`config.mk`:
```
export PLATFORM = sky130hd
export DESIGN_NAME = dma_channel_status_priority
export DESIGN_NICKNAME = d
export VERILOG_FILES = /design/src/include/dma_stat_pkg.sv /design/src/hdl/dma_channel_status_priority.sv
export SDC_FILE = /design/constraint.sdc
export NUM_CORES = 1
export LEC_CHECK = 0
export BUFFER_PORTS_ARGS = -buffer_cell sky130_fd_sc_hd__buf_2
export CELL_PAD_IN_SITES_DETAIL_PLACEMENT = 1
export CELL_PAD_IN_SITES_GLOBAL_PLACEMENT = 2
export CORE_ASPECT_RATIO = 1.75
export CORE_MARGIN = 2
export CORE_UTILIZATION = 33
export CTS_CLUSTER_SIZE = 40
export DETAILED_ROUTE_END_ITERATION = 10
export PLACE_DENSITY = 0.95
export SYNTH_ARGS = -nofsm -noshare
export SYNTH_HDL_FRONTEND = slang
export SYNTH_SLANG_ARGS = --single-unit
```
`constraint.sdc`:
```
create_clock -name clk -period 9.15 [get_ports clk]
set_clock_uncertainty 0.2 [all_clocks]
set_input_delay 2.2875 -clock clk [delete_from_list [all_inputs] [get_ports clk]]
set_output_delay 2.2875 -clock clk [all_outputs]
set_load 0.01 [all_outputs]
```
`src/include/dma_stat_pkg.sv`:
```
// Shared constants and types for the DMA channel status and priority block
package dma_stat_pkg;
  localparam int unsigned NUM_CH = 4;
  localparam int unsigned ADDR_W = 8;
  localparam int unsigned OFF_W = 6;
  // Channel number sits above the register offset in the address
  localparam int unsigned CH_SEL_LSB = 6;
  localparam logic [5:0] CSR_OFF = 6'h00;
  localparam logic [5:0] CER_OFF = 6'h01;
  localparam logic [5:0] CPR_OFF = 6'h2d;
  localparam int unsigned CSR_OP_DONE_BIT = 7;
  localparam int unsigned CSR_BLOCK_DONE_BIT = 6;
  localparam int unsigned CSR_FAULT_BIT = 4;
  localparam int unsigned CSR_FALL_BIT = 1;
  localparam logic [7:0] RDATA_RST = 8'h00;
  localparam logic [1:0] RANK_RST = 2'h0;
  localparam logic [1:0] RANK_TOP = 2'h3;
  // Idle line is high, so the level bits start high to avoid a false fall
  localparam logic [3:0] LEVEL_RST = 4'hf;
  // Pointer starts on the last channel so channel 0 wins the first tie
  localparam logic [1:0] LAST_RST = 2'h3;
  localparam logic [4:0] FC_NONE = 5'h00;
  localparam logic [4:0] FC_CONFIG = 5'h01;
  localparam logic [4:0] FC_TIMING = 5'h02;
  localparam logic [4:0] FC_RESERVED = 5'h03;
  localparam logic [4:0] FC_EXT_ABORT = 5'h10;
  localparam logic [4:0] FC_SW_ABORT = 5'h11;
  localparam logic [2:0] FC_ADDR_HI = 3'h1;
  localparam logic [2:0] FC_COUNT_HI = 3'h3;
  localparam logic [2:0] FC_BUS_HI = 3'h2;
  localparam logic [1:0] SRC_MEM = 2'h1;
  localparam logic [1:0] SRC_DEV = 2'h2;
  localparam logic [1:0] SRC_BASE = 2'h3;
  typedef enum logic [2:0] {
    FK_CONFIG = 3'h0,
    FK_TIMING = 3'h1,
    FK_ADDR = 3'h2,
    FK_COUNT = 3'h3,
    FK_BUS = 3'h4,
    FK_EXT_ABORT = 3'h5,
    FK_SW_ABORT = 3'h6
  } fault_kind_e;
endpackage : dma_stat_pkg

```
`src/hdl/dma_channel_status_priority.sv`:
```
// Four-channel status, fault cause and priority arbitration logic
`timescale 1ns/1ps

// Contract
// Any signalled error on a channel sets its fault flag.
// While fault flag is set, cause register holds the five-bit error code.
// Clearing the fault flag also returns the cause to no-error.
// Running flag set at start, cleared at termination, untouched by writes. The code ignores a start while op_done_r is set.
// Falling edge on peripheral control line sets the fall-seen flag.
// Peripheral control line is treated as active low.
// Status bit 0 shows the line's present level; writes ignored.
// Software writes zero to reserved status bit 2.
// Cause register read-only; codes none, config, timing, external and software abort.
// Address, count, bus errors coded 001rr, 011rr, 010rr with source bits.
// Channel priority is a two-bit field, level 3 highest.
// Among simultaneous DMA requests the highest-priority channel is served first.
// The same priority picks which pending interrupt is serviced first.
// Ties at the top priority level are resolved round-robin.
// Software should give channels 0 and 1 equal priority.
// Status flags clear on write-one per bit and on reset.
// Interrupt requested only if enabled and done, block done or enabled fall flag.
// Acknowledge returns normal vector, or fault vector when fault flag set.
// Reserved upper bits of cause and priority read zero, ignore writes.
module dma_channel_status_priority (
  input wire logic clk,
  input wire logic rstn,
  input wire logic [7:0] reg_addr,
  input wire logic reg_wr,
  input wire logic reg_rd,
  input wire logic [7:0] reg_wdata,
  output logic [7:0] reg_rdata,
  input wire logic [3:0] start_evt,
  input wire logic [3:0] term_evt,
  input wire logic [3:0] block_evt,
  input wire logic [3:0] fault_evt,
  input wire logic [3:0][2:0] fault_kind,
  input wire logic [3:0][1:0] fault_src,
  input wire logic [3:0] periph_control_line_n,
  input wire logic [3:0] irq_allow,
  input wire logic [3:0] pcl_irq_en,
  input wire logic [3:0] dma_req,
  output logic [3:0] dma_grant,
  input wire logic iack,
  input wire logic [3:0][7:0] normal_vector_reg,
  input wire logic [3:0][7:0] fault_vector_reg,
  output logic irq_req,
  output logic [7:0] vec_out,
  output logic vec_valid,
  output logic [1:0] vec_ch,
  output logic [3:0] channel_running
);

  // Highest requesting rank, then first such channel after the last winner
  function automatic logic [2:0] pick(input logic [3:0] req, input logic [3:0][1:0] rk,
                                      input logic [1:0] last);
    logic [1:0] best;
    logic [1:0] c;
    logic found;
    logic [1:0] idx;
    best = 2'h0;
    found = 1'b0;
    idx = 2'h0;
    for (int i = 0; i < 4; i++) begin
      if (req[i] && rk[i] > best) begin
        best = rk[i];
      end
    end
    for (int k = 1; k <= 4; k++) begin
      c = 2'(last + 2'(k));
      if (!found && req[c] && rk[c] == best) begin
        found = 1'b1;
        idx = c;
      end
    end
    return {found, idx};
  endfunction : pick

  function automatic logic [4:0] encode(input logic [2:0] kind, input logic [1:0] src);
    logic [4:0] code;
    code = dma_stat_pkg::FC_CONFIG;
    unique case (dma_stat_pkg::fault_kind_e'(kind))
      dma_stat_pkg::FK_CONFIG: code = dma_stat_pkg::FC_CONFIG;
      dma_stat_pkg::FK_TIMING: code = dma_stat_pkg::FC_TIMING;
      dma_stat_pkg::FK_ADDR: code = {dma_stat_pkg::FC_ADDR_HI, src};
      dma_stat_pkg::FK_COUNT: code = {dma_stat_pkg::FC_COUNT_HI, src};
      dma_stat_pkg::FK_BUS: code = {dma_stat_pkg::FC_BUS_HI, src};
      dma_stat_pkg::FK_EXT_ABORT: code = dma_stat_pkg::FC_EXT_ABORT;
      dma_stat_pkg::FK_SW_ABORT: code = dma_stat_pkg::FC_SW_ABORT;
      // Unused kind code falls back to a configuration fault
      default: code = dma_stat_pkg::FC_CONFIG;
    endcase
    return code;
  endfunction : encode

  logic [3:0] op_done_r, op_done_nxt;
  logic [3:0] block_done_r, block_done_nxt;
  logic [3:0] fault_r, fault_nxt;
  logic [3:0] running_r, running_nxt;
  logic [3:0] fall_r, fall_nxt;
  logic [3:0] level_r, level_nxt;
  logic [3:0][4:0] cause_r, cause_nxt;
  logic [3:0][1:0] rank_r, rank_nxt;
  logic [7:0] rdata_r, rdata_nxt;
  logic [3:0] grant_r, grant_nxt;
  logic [1:0] dma_last_r, dma_last_nxt;
  logic [1:0] irq_last_r, irq_last_nxt;
  logic irq_r, irq_nxt;
  logic [7:0] vec_r, vec_nxt;
  logic vec_valid_r, vec_valid_nxt;
  logic [1:0] vec_ch_r, vec_ch_nxt;
  logic [1:0] wr_ch;
  logic [5:0] wr_off;
  logic [3:0] irq_pend;
  logic [2:0] dma_pick;
  logic [2:0] irq_pick;

  assign wr_ch = reg_addr[7:dma_stat_pkg::CH_SEL_LSB];
  assign wr_off = reg_addr[dma_stat_pkg::CH_SEL_LSB-1:0];
  assign dma_pick = pick(dma_req, rank_r, dma_last_r);
  assign irq_pick = pick(irq_pend, rank_r, irq_last_r);

  always_comb begin
    logic csr_wr;
    csr_wr = 1'b0;
    op_done_nxt = op_done_r;
    block_done_nxt = block_done_r;
    fault_nxt = fault_r;
    running_nxt = running_r;
    fall_nxt = fall_r;
    cause_nxt = cause_r;
    rank_nxt = rank_r;
    // Present line level; low active line is reported raw, 0 = low
    level_nxt = periph_control_line_n;
    for (int ch = 0; ch < 4; ch++) begin
      csr_wr = reg_wr && wr_ch == 2'(ch) && wr_off == dma_stat_pkg::CSR_OFF;
      // Write-one clears; a same-cycle hardware set wins over the clear
      if (csr_wr) begin
        op_done_nxt[ch] = op_done_r[ch] & ~reg_wdata[dma_stat_pkg::CSR_OP_DONE_BIT];
        block_done_nxt[ch] = block_done_r[ch] & ~reg_wdata[dma_stat_pkg::CSR_BLOCK_DONE_BIT];
        fall_nxt[ch] = fall_r[ch] & ~reg_wdata[dma_stat_pkg::CSR_FALL_BIT];
        if (reg_wdata[dma_stat_pkg::CSR_FAULT_BIT]) begin
          fault_nxt[ch] = 1'b0;
          cause_nxt[ch] = dma_stat_pkg::FC_NONE;
        end
      end
      // Falling edge of the active-low line means the peripheral asserted it
      if (level_r[ch] && !periph_control_line_n[ch]) begin
        fall_nxt[ch] = 1'b1;
      end
      // Keep the first cause until software clears the flag
      if (fault_evt[ch]) begin
        fault_nxt[ch] = 1'b1;
        if (!fault_nxt[ch] || !fault_r[ch] || cause_nxt[ch] == dma_stat_pkg::FC_NONE) begin
          cause_nxt[ch] = encode(fault_kind[ch], fault_src[ch]);
        end
      end
      if (block_evt[ch]) begin
        block_done_nxt[ch] = 1'b1;
      end
      // A new start is refused until the previous completion is cleared
      if (start_evt[ch] && !op_done_r[ch]) begin
        running_nxt[ch] = 1'b1;
      end
      if (term_evt[ch] && running_r[ch]) begin
        running_nxt[ch] = 1'b0;
        op_done_nxt[ch] = 1'b1;
      end
      if (reg_wr && wr_ch == 2'(ch) && wr_off == dma_stat_pkg::CPR_OFF) begin
        rank_nxt[ch] = reg_wdata[1:0];
      end
    end
  end

  always_comb begin
    rdata_nxt = rdata_r;
    if (reg_rd) begin
      unique case (wr_off)
        // Bit 2 reserved and bit 5 unused: both read zero
        dma_stat_pkg::CSR_OFF: rdata_nxt = {op_done_r[wr_ch], block_done_r[wr_ch], 1'b0, fault_r[wr_ch],
                                            running_r[wr_ch], 1'b0, fall_r[wr_ch], level_r[wr_ch]};
        dma_stat_pkg::CER_OFF: rdata_nxt = {3'h0, cause_r[wr_ch]};
        dma_stat_pkg::CPR_OFF: rdata_nxt = {6'h00, rank_r[wr_ch]};
        default: rdata_nxt = 8'h00;
      endcase
    end
  end

  always_comb begin
    irq_pend = irq_allow & (op_done_r | block_done_r | (fall_r & pcl_irq_en));
    grant_nxt = 4'h0;
    dma_last_nxt = dma_last_r;
    irq_last_nxt = irq_last_r;
    vec_nxt = vec_r;
    vec_ch_nxt = vec_ch_r;
    vec_valid_nxt = 1'b0;
    irq_nxt = |irq_pend;
    if (dma_pick[2]) begin
      grant_nxt[dma_pick[1:0]] = 1'b1;
      dma_last_nxt = dma_pick[1:0];
    end
    // Acknowledge with nothing pending is ignored and returns no vector
    if (iack && irq_pick[2]) begin
      vec_valid_nxt = 1'b1;
      vec_ch_nxt = irq_pick[1:0];
      irq_last_nxt = irq_pick[1:0];
      vec_nxt = fault_r[irq_pick[1:0]] ? fault_vector_reg[irq_pick[1:0]]
                                       : normal_vector_reg[irq_pick[1:0]];
    end
  end

  always_ff @(posedge clk or negedge rstn) begin
    if (!rstn) begin
      op_done_r <= 4'h0;
      block_done_r <= 4'h0;
      fault_r <= 4'h0;
      running_r <= 4'h0;
      fall_r <= 4'h0;
      // Assume an idle (high) line so reset does not fake a falling edge
      level_r <= dma_stat_pkg::LEVEL_RST;
      cause_r <= {4{dma_stat_pkg::FC_NONE}};
      rank_r <= {4{dma_stat_pkg::RANK_RST}};
      rdata_r <= dma_stat_pkg::RDATA_RST;
      grant_r <= 4'h0;
      dma_last_r <= dma_stat_pkg::LAST_RST;
      irq_last_r <= dma_stat_pkg::LAST_RST;
      irq_r <= 1'b0;
      vec_r <= 8'h00;
      vec_valid_r <= 1'b0;
      vec_ch_r <= 2'h0;
    end else begin
      op_done_r <= op_done_nxt;
      block_done_r <= block_done_nxt;
      fault_r <= fault_nxt;
      running_r <= running_nxt;
      fall_r <= fall_nxt;
      level_r <= level_nxt;
      cause_r <= cause_nxt;
      rank_r <= rank_nxt;
      rdata_r <= rdata_nxt;
      grant_r <= grant_nxt;
      dma_last_r <= dma_last_nxt;
      irq_last_r <= irq_last_nxt;
      irq_r <= irq_nxt;
      vec_r <= vec_nxt;
      vec_valid_r <= vec_valid_nxt;
      vec_ch_r <= vec_ch_nxt;
    end
  end

  assign reg_rdata = rdata_r;
  assign dma_grant = grant_r;
  assign irq_req = irq_r;
  assign vec_out = vec_r;
  assign vec_valid = vec_valid_r;
  assign vec_ch = vec_ch_r;
  assign channel_running = running_r;

  // Assertion helpers
  logic [3:0] cause_set;
  logic [1:0] g_idx;
  logic grant_top_ok;
  logic [7:0] ack_vec;
  always_comb begin
    g_idx = 2'h0;
    ack_vec = fault_r[irq_pick[1:0]] ? fault_vector_reg[irq_pick[1:0]] : normal_vector_reg[irq_pick[1:0]];
    for (int i = 0; i < 4; i++) begin
      cause_set[i] = cause_r[i] != dma_stat_pkg::FC_NONE;
      if (grant_r[i]) begin
        g_idx = 2'(i);
      end
    end
  end
  assign grant_top_ok = rank_r[g_idx] == dma_stat_pkg::RANK_TOP;

  property p_fault_set;
    @(posedge clk) disable iff (!rstn) fault_evt[3] |=> fault_r[3];
  endproperty
  a_fault_set: assert property (p_fault_set) else $error("fault flag not set by error");

  property p_cause_match;
    @(posedge clk) disable iff (!rstn) cause_set == fault_r;
  endproperty
  a_cause_match: assert property (p_cause_match) else $error("cause and fault flag disagree");

  property p_cause_clear;
    @(posedge clk) disable iff (!rstn)
      reg_wr && reg_addr == 8'hc0 && reg_wdata[4] && !fault_evt[3] |=> cause_r[3] == 5'h00;
  endproperty
  a_cause_clear: assert property (p_cause_clear) else $error("cause not cleared");

  property p_run_write;
    @(posedge clk) disable iff (!rstn) reg_wr && start_evt == 4'h0 && term_evt == 4'h0 |=> $stable(running_r);
  endproperty
  a_run_write: assert property (p_run_write) else $error("write changed running flag");

  property p_fall;
    @(posedge clk) disable iff (!rstn) level_r[0] && !periph_control_line_n[0] |=> fall_r[0];
  endproperty
  a_fall: assert property (p_fall) else $error("falling edge missed");

  property p_level;
    @(posedge clk) disable iff (!rstn) ##1 level_r == $past(periph_control_line_n);
  endproperty
  a_level: assert property (p_level) else $error("level bit stale");

  property p_top_rank;
    @(posedge clk) disable iff (!rstn)
      dma_req == 4'hf && rank_r[2] == 2'h3 && $stable(rank_r) |=> grant_top_ok;
  endproperty
  a_top_rank: assert property (p_top_rank) else $error("lower rank granted over top");

  property p_round_robin;
    @(posedge clk) disable iff (!rstn)
      dma_req == 4'h3 && rank_r[0] == rank_r[1] && $stable(rank_r) ##1 dma_req == 4'h3
      |=> grant_r != $past(grant_r);
  endproperty
  a_round_robin: assert property (p_round_robin) else $error("tie not rotated");

  property p_irq;
    @(posedge clk) disable iff (!rstn) ##1 irq_r == |$past(irq_pend);
  endproperty
  a_irq: assert property (p_irq) else $error("interrupt request wrong");

  property p_vector;
    @(posedge clk) disable iff (!rstn) vec_valid_r |-> vec_r == $past(ack_vec);
  endproperty
  a_vector: assert property (p_vector) else $error("wrong vector returned");

  property p_reserved;
    @(posedge clk) disable iff (!rstn) reg_rd && reg_addr[5:0] != 6'h00 |=> reg_rdata[7:5] == 3'h0;
  endproperty
  a_reserved: assert property (p_reserved) else $error("reserved bits not zero");

  c_fault: cover property (@(posedge clk) disable iff (!rstn) fault_evt[3] ##1 fault_r[3] ##[1:20] !fault_r[3]);
  c_tie: cover property (@(posedge clk) disable iff (!rstn) grant_r == 4'h1 ##1 grant_r == 4'h2);
  c_ack: cover property (@(posedge clk) disable iff (!rstn) vec_valid_r && fault_r[vec_ch_r]);
endmodule : dma_channel_status_priority

```
# After elaboration in Yosys (flattened, before gate mapping)
# Index checks and enable logic that the tools add are counted.
# W data, S select, Z words.
dict set report word_totals {
  ff_bits 80
  input_bits 137
  out_inout_bits 28
  elab_cells 368
}
dict set report classes {
  n_addsub 6
  magnitude_cmp 19
  n_eq_ne 37
  muxes 145
  bitwise 19
  n_reduce_logical 105
}
# cell count
set ops {}
lappend ops {{$pmux W5 S6} 4}
lappend ops {{$mux W5} 17}
lappend ops {{$mux W1} 66}
lappend ops {{$mux W2} 25}
lappend ops {{$logic_and A1 B1 Y1} 48}
lappend ops {{$reduce_bool A2 Y1} 24}
lappend ops {{$bmux W2 S2} 9}
lappend ops {{$eq A3 B3 Y1 const B} 12}
lappend ops {{$lt A2 B3 Y1 const B} 11}
lappend ops {{$bmux W8 S2} 2}
lappend ops {{$bmux W1 S2} 15}
lappend ops {{$eq A3 B2 Y1 const B} 8}
lappend ops {{$mux W8} 3}
lappend ops {{$pmux W8 S3} 1}
lappend ops {{$logic_not A5 Y1} 4}
lappend ops {{$logic_not A1 Y1} 18}
lappend ops {{$eq A2 B2 Y1} 8}
lappend ops {{$and A1 B1 Y1} 12}
lappend ops {{$eq A3 B1 Y1 const B} 4}
lappend ops {{$gt A2 B2 Y1} 6}
lappend ops {{$bmux W5 S2} 1}
lappend ops {{$add A2 B2 Y2 const B} 4}
lappend ops {{$and A4 B4 Y4} 2}
lappend ops {{$or A4 B4 Y4} 2}
lappend ops {{other kinds (15)} 25}

# Depth between registers and ports, before layout
dict set report logic_depth {
  word_depth 32
  ltp_mapped 27
  ltp_nobuf 25
}

# Least setup slack after synthesis
# No wires, ideal clock.
dict set report synth_timing {
  kind {input port to flip-flop}
  from {in pcl_irq_en[0]}
  to {reg vec_r[2], in the netlist vec_out[2]}
  setup_time_ps 126
  t_arrival_ps 7664
  required_time_ps 8824
  path_slack_ps 1160
  path_stages 25
  n_path_buf 1
  cell_sequence {a211oi_2 > nor3b_1 > inv_1 > ha_1 > and2b_1 > o2111ai_1 > a22oi_1 > ha_1 > nor2b_1 > o2111a_1 > a221oi_2 > o21bai_1 > ha_1 > nor2b_1 > o2111ai_1 > o21ai_0 > o22ai_2 > o41a_1 > a211oi_2 > nor2_1 > nand2_1 > o31ai_2 > clkbuf_1 > a2111oi_0 > a221o_1}
}
dict set report synth_via {
  elab_chain_len 32
  word_cells_on_any_way 52
  classes_between {3 x order compare; 4 x eq/ne; 27 x mux; 3 x bitwise; 15 x reduce/logical}
}
# item line
set synth_rtl {}
lappend synth_rtl {{from (decl)} dma_channel_status_priority.sv:40} ;# input wire logic [3:0] pcl_irq_en,
lappend synth_rtl {{$and A4 B4 Y4 *} dma_channel_status_priority.sv:189} ;# irq_pend = irq_allow & (op_done_r | block_done_r | (fall_r & pcl_irq_en));
lappend synth_rtl {{$or A4 B4 Y4 *} dma_channel_status_priority.sv:189}
lappend synth_rtl {{$and A4 B4 Y4 *} dma_channel_status_priority.sv:189}
lappend synth_rtl {{$logic_and A1 B1 Y1} dma_channel_status_priority.sv:64} ;# if (req[i] && rk[i] > best) begin
lappend synth_rtl {{$mux W2} dma_channel_status_priority.sv:64}
lappend synth_rtl {{$gt A2 B2 Y1} dma_channel_status_priority.sv:64}
lappend synth_rtl {{$logic_and A1 B1 Y1} dma_channel_status_priority.sv:64}
lappend synth_rtl {{$mux W2} dma_channel_status_priority.sv:64}
lappend synth_rtl {{[... 14 more ...]} n/a}
lappend synth_rtl {{$logic_and A1 B1 Y1 (2 in series)} dma_channel_status_priority.sv:70} ;# if (!found && req[c] && rk[c] == best) begin
lappend synth_rtl {{$mux W1} dma_channel_status_priority.sv:70}
lappend synth_rtl {{$logic_not A1 Y1} dma_channel_status_priority.sv:70}
lappend synth_rtl {{$logic_and A1 B1 Y1 (2 in series)} dma_channel_status_priority.sv:70}
lappend synth_rtl {{$mux W2} dma_channel_status_priority.sv:70}
lappend synth_rtl {{$bmux W8 S2 or $bmux W1 S2 (tied branches)} n/a}
lappend synth_rtl {{$mux W8 (not written as such), or another cell as far along} dma_channel_status_priority.sv:207} ;# : normal_vector_reg[irq_pick[1:0]];
lappend synth_rtl {{$mux W8} dma_channel_status_priority.sv:206} ;# vec_nxt = fault_r[irq_pick[1:0]] ? fault_vector_reg[irq_pick[1:0]]
lappend synth_rtl {{to (signal assigned)} dma_channel_status_priority.sv:244} ;# vec_r <= vec_nxt;
lappend synth_rtl {{to (decl)} dma_channel_status_priority.sv:108} ;# logic [7:0] vec_r, vec_nxt;
# Every way passes the cells marked *; elsewhere a longest branch is shown, timed or not. The select of a mux whose other input is x is not followed.
# A chain may end at the register's enable or synchronous reset.

# Final worst setup path
dict set report layout_timing {
  from {in pcl_irq_en[0]}
  to {reg vec_r[7], in the netlist vec_out[7]}
}
# The elaborated chain is that of the path after synthesis.

==> run summary <==
Synth area leader: dfrtp_1
critical path's slowest cell: nor3b_1
drt via density: 5.460
vias in the first global route: 5652
Detailed Place HPWL: 14.56 mm
EDFF count, synth: 0
share of cells above drive strength 1: 0.3037
status: finished, final reports clean
Yosys cell types: 59
total iterations of the first detailed-routing run: 4
Final Power: 1.611 mW
Critical Path AT: 8420 ps
share of the synthesized area in the top cell type: 0.3197
Cell Area, Synth: 0.005558 mm²
Commonest cells post-synth: 71 x dfrtp_1, 70 x nand2_1, 49 x o21ai_0
CTS buffer count: 9
ys async rst share: 1.000
initial antenna violation count: 3
CTS tree: done
average size of a mapped cell: 9.248 µm²
CP startpoint kind: input port
max-slew violations: 0
final hold violation count: 0
sequential share of power: 0.345
first-pass GRT wire length: 29.15 mm
post-cts repair resize count: 0
Cell Pwr Density: 235.1 mW/mm²
CTS clk-pin slew, worst paths: 60 ps
Antenna Violating Nets Remaining: 0
grt ovf: 0
Setup-failing EPs final: 0
Die Width: 102.1 µm
postcts setup bufs: 0
I/O Pins: 165
fin crit share: 0.9178
Die Y: 175.7 µm
Placer Congestion: 0.8579
Layout Cells excl Fill: 983
DRT iter0 DRCs: 160
Tot GR Track Use: 0.2100
clock share of power: 0.232
setup total negative slack: 0 ps
Seq cells post-synth: 79
fillers: 2040
Die Area: 0.01794 mm²
initial core utilization: 0.3379
drt total wl: 18.40 mm
Critical Path Sink Type: flip-flop
largest net degree at the start of global routing: 80
placed insts: 962
Pleak: 3.103 nW
CTS Hold Bufs: 0
Worst Path Buf+Inv: 3
Switching Power: 643.9 µW
Comb pwr share: 0.423
critical path class: in -> reg
hold slack: 308.3 ps
Switching Share: 0.3996
area grow syn2layout: 23.32%
CP Data Required Time: 9180 ps
Max IR drop VDD: 0.0001081 V
Min-Delay Path Class: reg -> reg
Root Driver: clkbuf_16
unrepaired setup endpoints after global routing: false
H-tree depth: 3
Crit path max-delay family: compound AO/OA/AOI/OAI gates
Core Area: 0.01645 mm²
Rel. slew slack: 0.2978
Internal: 967.3 µW
I/O Buffers: 160
fin util: 0.4168
Post-Synthesis Cells: 601
via count: 5367
Slew @ Worst Pin: 1045 ps
Syn Nets: 750
Clock Latency Late Sink: 340 ps
CP max stage delay: 430 ps
fin nets: 898
Max Cap Violations: 0
top_reg_cell synth: dfrtp_1
worst-case clock buffer depth: 2
crit path time final: 8398 ps
DR WL/cell: 18.72 µm
most common cell in the netlist: dfrtp_1
Rows: 62
warnings from Yosys: 0
clock sinks: 79
Worst Path Max Fanout: 31
fmax: 119.1 MHz
number of remaining DRC errors: 0
sequential area share after synthesis: 0.3575
synth top area cells: dfrtp_1 32%, mux4_2 6.9%, nand2_1 4.7%
## layer usage
metal | track usage | share of wire | wire length (µm)
met5 | 0 | 0 | 0
met4 | 0.1039 | 0.045 | 830
met3 | 0.02905 | 0.028 | 506
met2 | 0.4013 | 0.58 | 10580
met1 | 0.2149 | 0.35 | 6478
## worst register-to-register path, delay by kind of cell (launching register included)
family                   cells  cell delay, ps
buffers and inverters        2             280
AND/OR/NAND/NOR              6            1580
AO/OA/AOI/OAI               13            3230
adder cells (fa/ha/maj)      3             870
flip-flops                   1             400
XOR/XNOR                     1             120
## final cells by class
class,count,area (µm²),area share
antenna,5,12.51,0.001825
tap,224,280.3,0.04089
clock inverter,6,68.82,0.01004
inverter,34,127.6,0.01862
timing repair buffer,164,833.3,0.1216
clock buffer,10,239.0,0.03487
sequential,79,1987,0.2899
multi-input combinational,461,3306,0.4823
## power by group through the flow
stage | sequential (mW) | combinational (mW) | clock (mW)
after detailed placement | 0.561 | 0.684 | 0
after global placement | 0.558 | 0.665 | 0
after floorplan | 0.517 | 0.535 | 0
after global routing | 0.569 | 0.764 | 0.396
after CTS | 0.555 | 0.688 | 0.383
final | 0.555 | 0.681 | 0.375
## per-stage QoR
stage	worst slack (ps)	instance area (µm²)
after floorplan	1160	5558
after global placement	582.6	6534
after global routing	351.7	6849
after detailed placement	491.9	6534
final	752.0	6854
after CTS	768.0	6842
## sequential cells by signal, summed over array words and instances, names as in the netlist
register	cells
level_r	4
vec_ch	2
dma_last_r	2
irq_last_r	2
dma_grant	4
op_done_r	4
cause_r	20
fault_r	4
block_done_r	4
vec_valid	1
reg_rdata	7
fall_r	4
channel_running	4
vec_out	8
irq_req	1
rank_r	8
## logic make-up (layout without fill, tap and decap cells)
family,Yosys count,count (layout),synth area share
and+or+nand+nor,196,196,0.1751
AOI/OAI and AO/OA,184,184,0.2314
DFF,79,79,0.3575
buffers and inverters,61,214,0.04930
muxes,49,49,0.1290
xor gates and xnor gates,19,19,0.02994
adders and majority gates,12,12,0.02701
other,1,6,0.0006747
## placed cells by master (no fill, tap or decap), drive strengths merged, types with 6 or more instances in the layout
master   count
buf        164
dfrtp       71
nand2       70
o21ai       49
inv         35
a21oi       33
nor2        32
nand3       31
a211oi      24
nor2b       23
mux2i       21
mux4        17
ha          12
mux2        11
o211ai      10
xnor2       10
clkbuf      10
a21o         9
xor2         9
a2111oi      8
a221o        8
dfstp        8
and2         6
or4          6
a22oi        6
o2111ai      6
o22ai        6
## worst paths after layout
kind	cells after the start	slack [ps]	endpoint	startpoint
worst max-delay path	26	750	vec_out[7]$_DFFE_PN0P_	pcl_irq_en[0]
worst min-delay path	2	310	vec_ch[1]$_DFFE_PN0P_	vec_ch[1]$_DFFE_PN0P_
worst max register to register	25	2370	vec_out[7]$_DFFE_PN0P_	fall_r[0]$_DFFE_PN0P_
worst min register to register	2	310	vec_ch[1]$_DFFE_PN0P_	vec_ch[1]$_DFFE_PN0P_
max in group asynchronous	1	6160	vec_out[2]$_DFFE_PN0P_	rstn
min in group asynchronous	1	1900	dma_grant[1]$_DFF_PN0_	rstn
(Power assumes the default switching activity.)
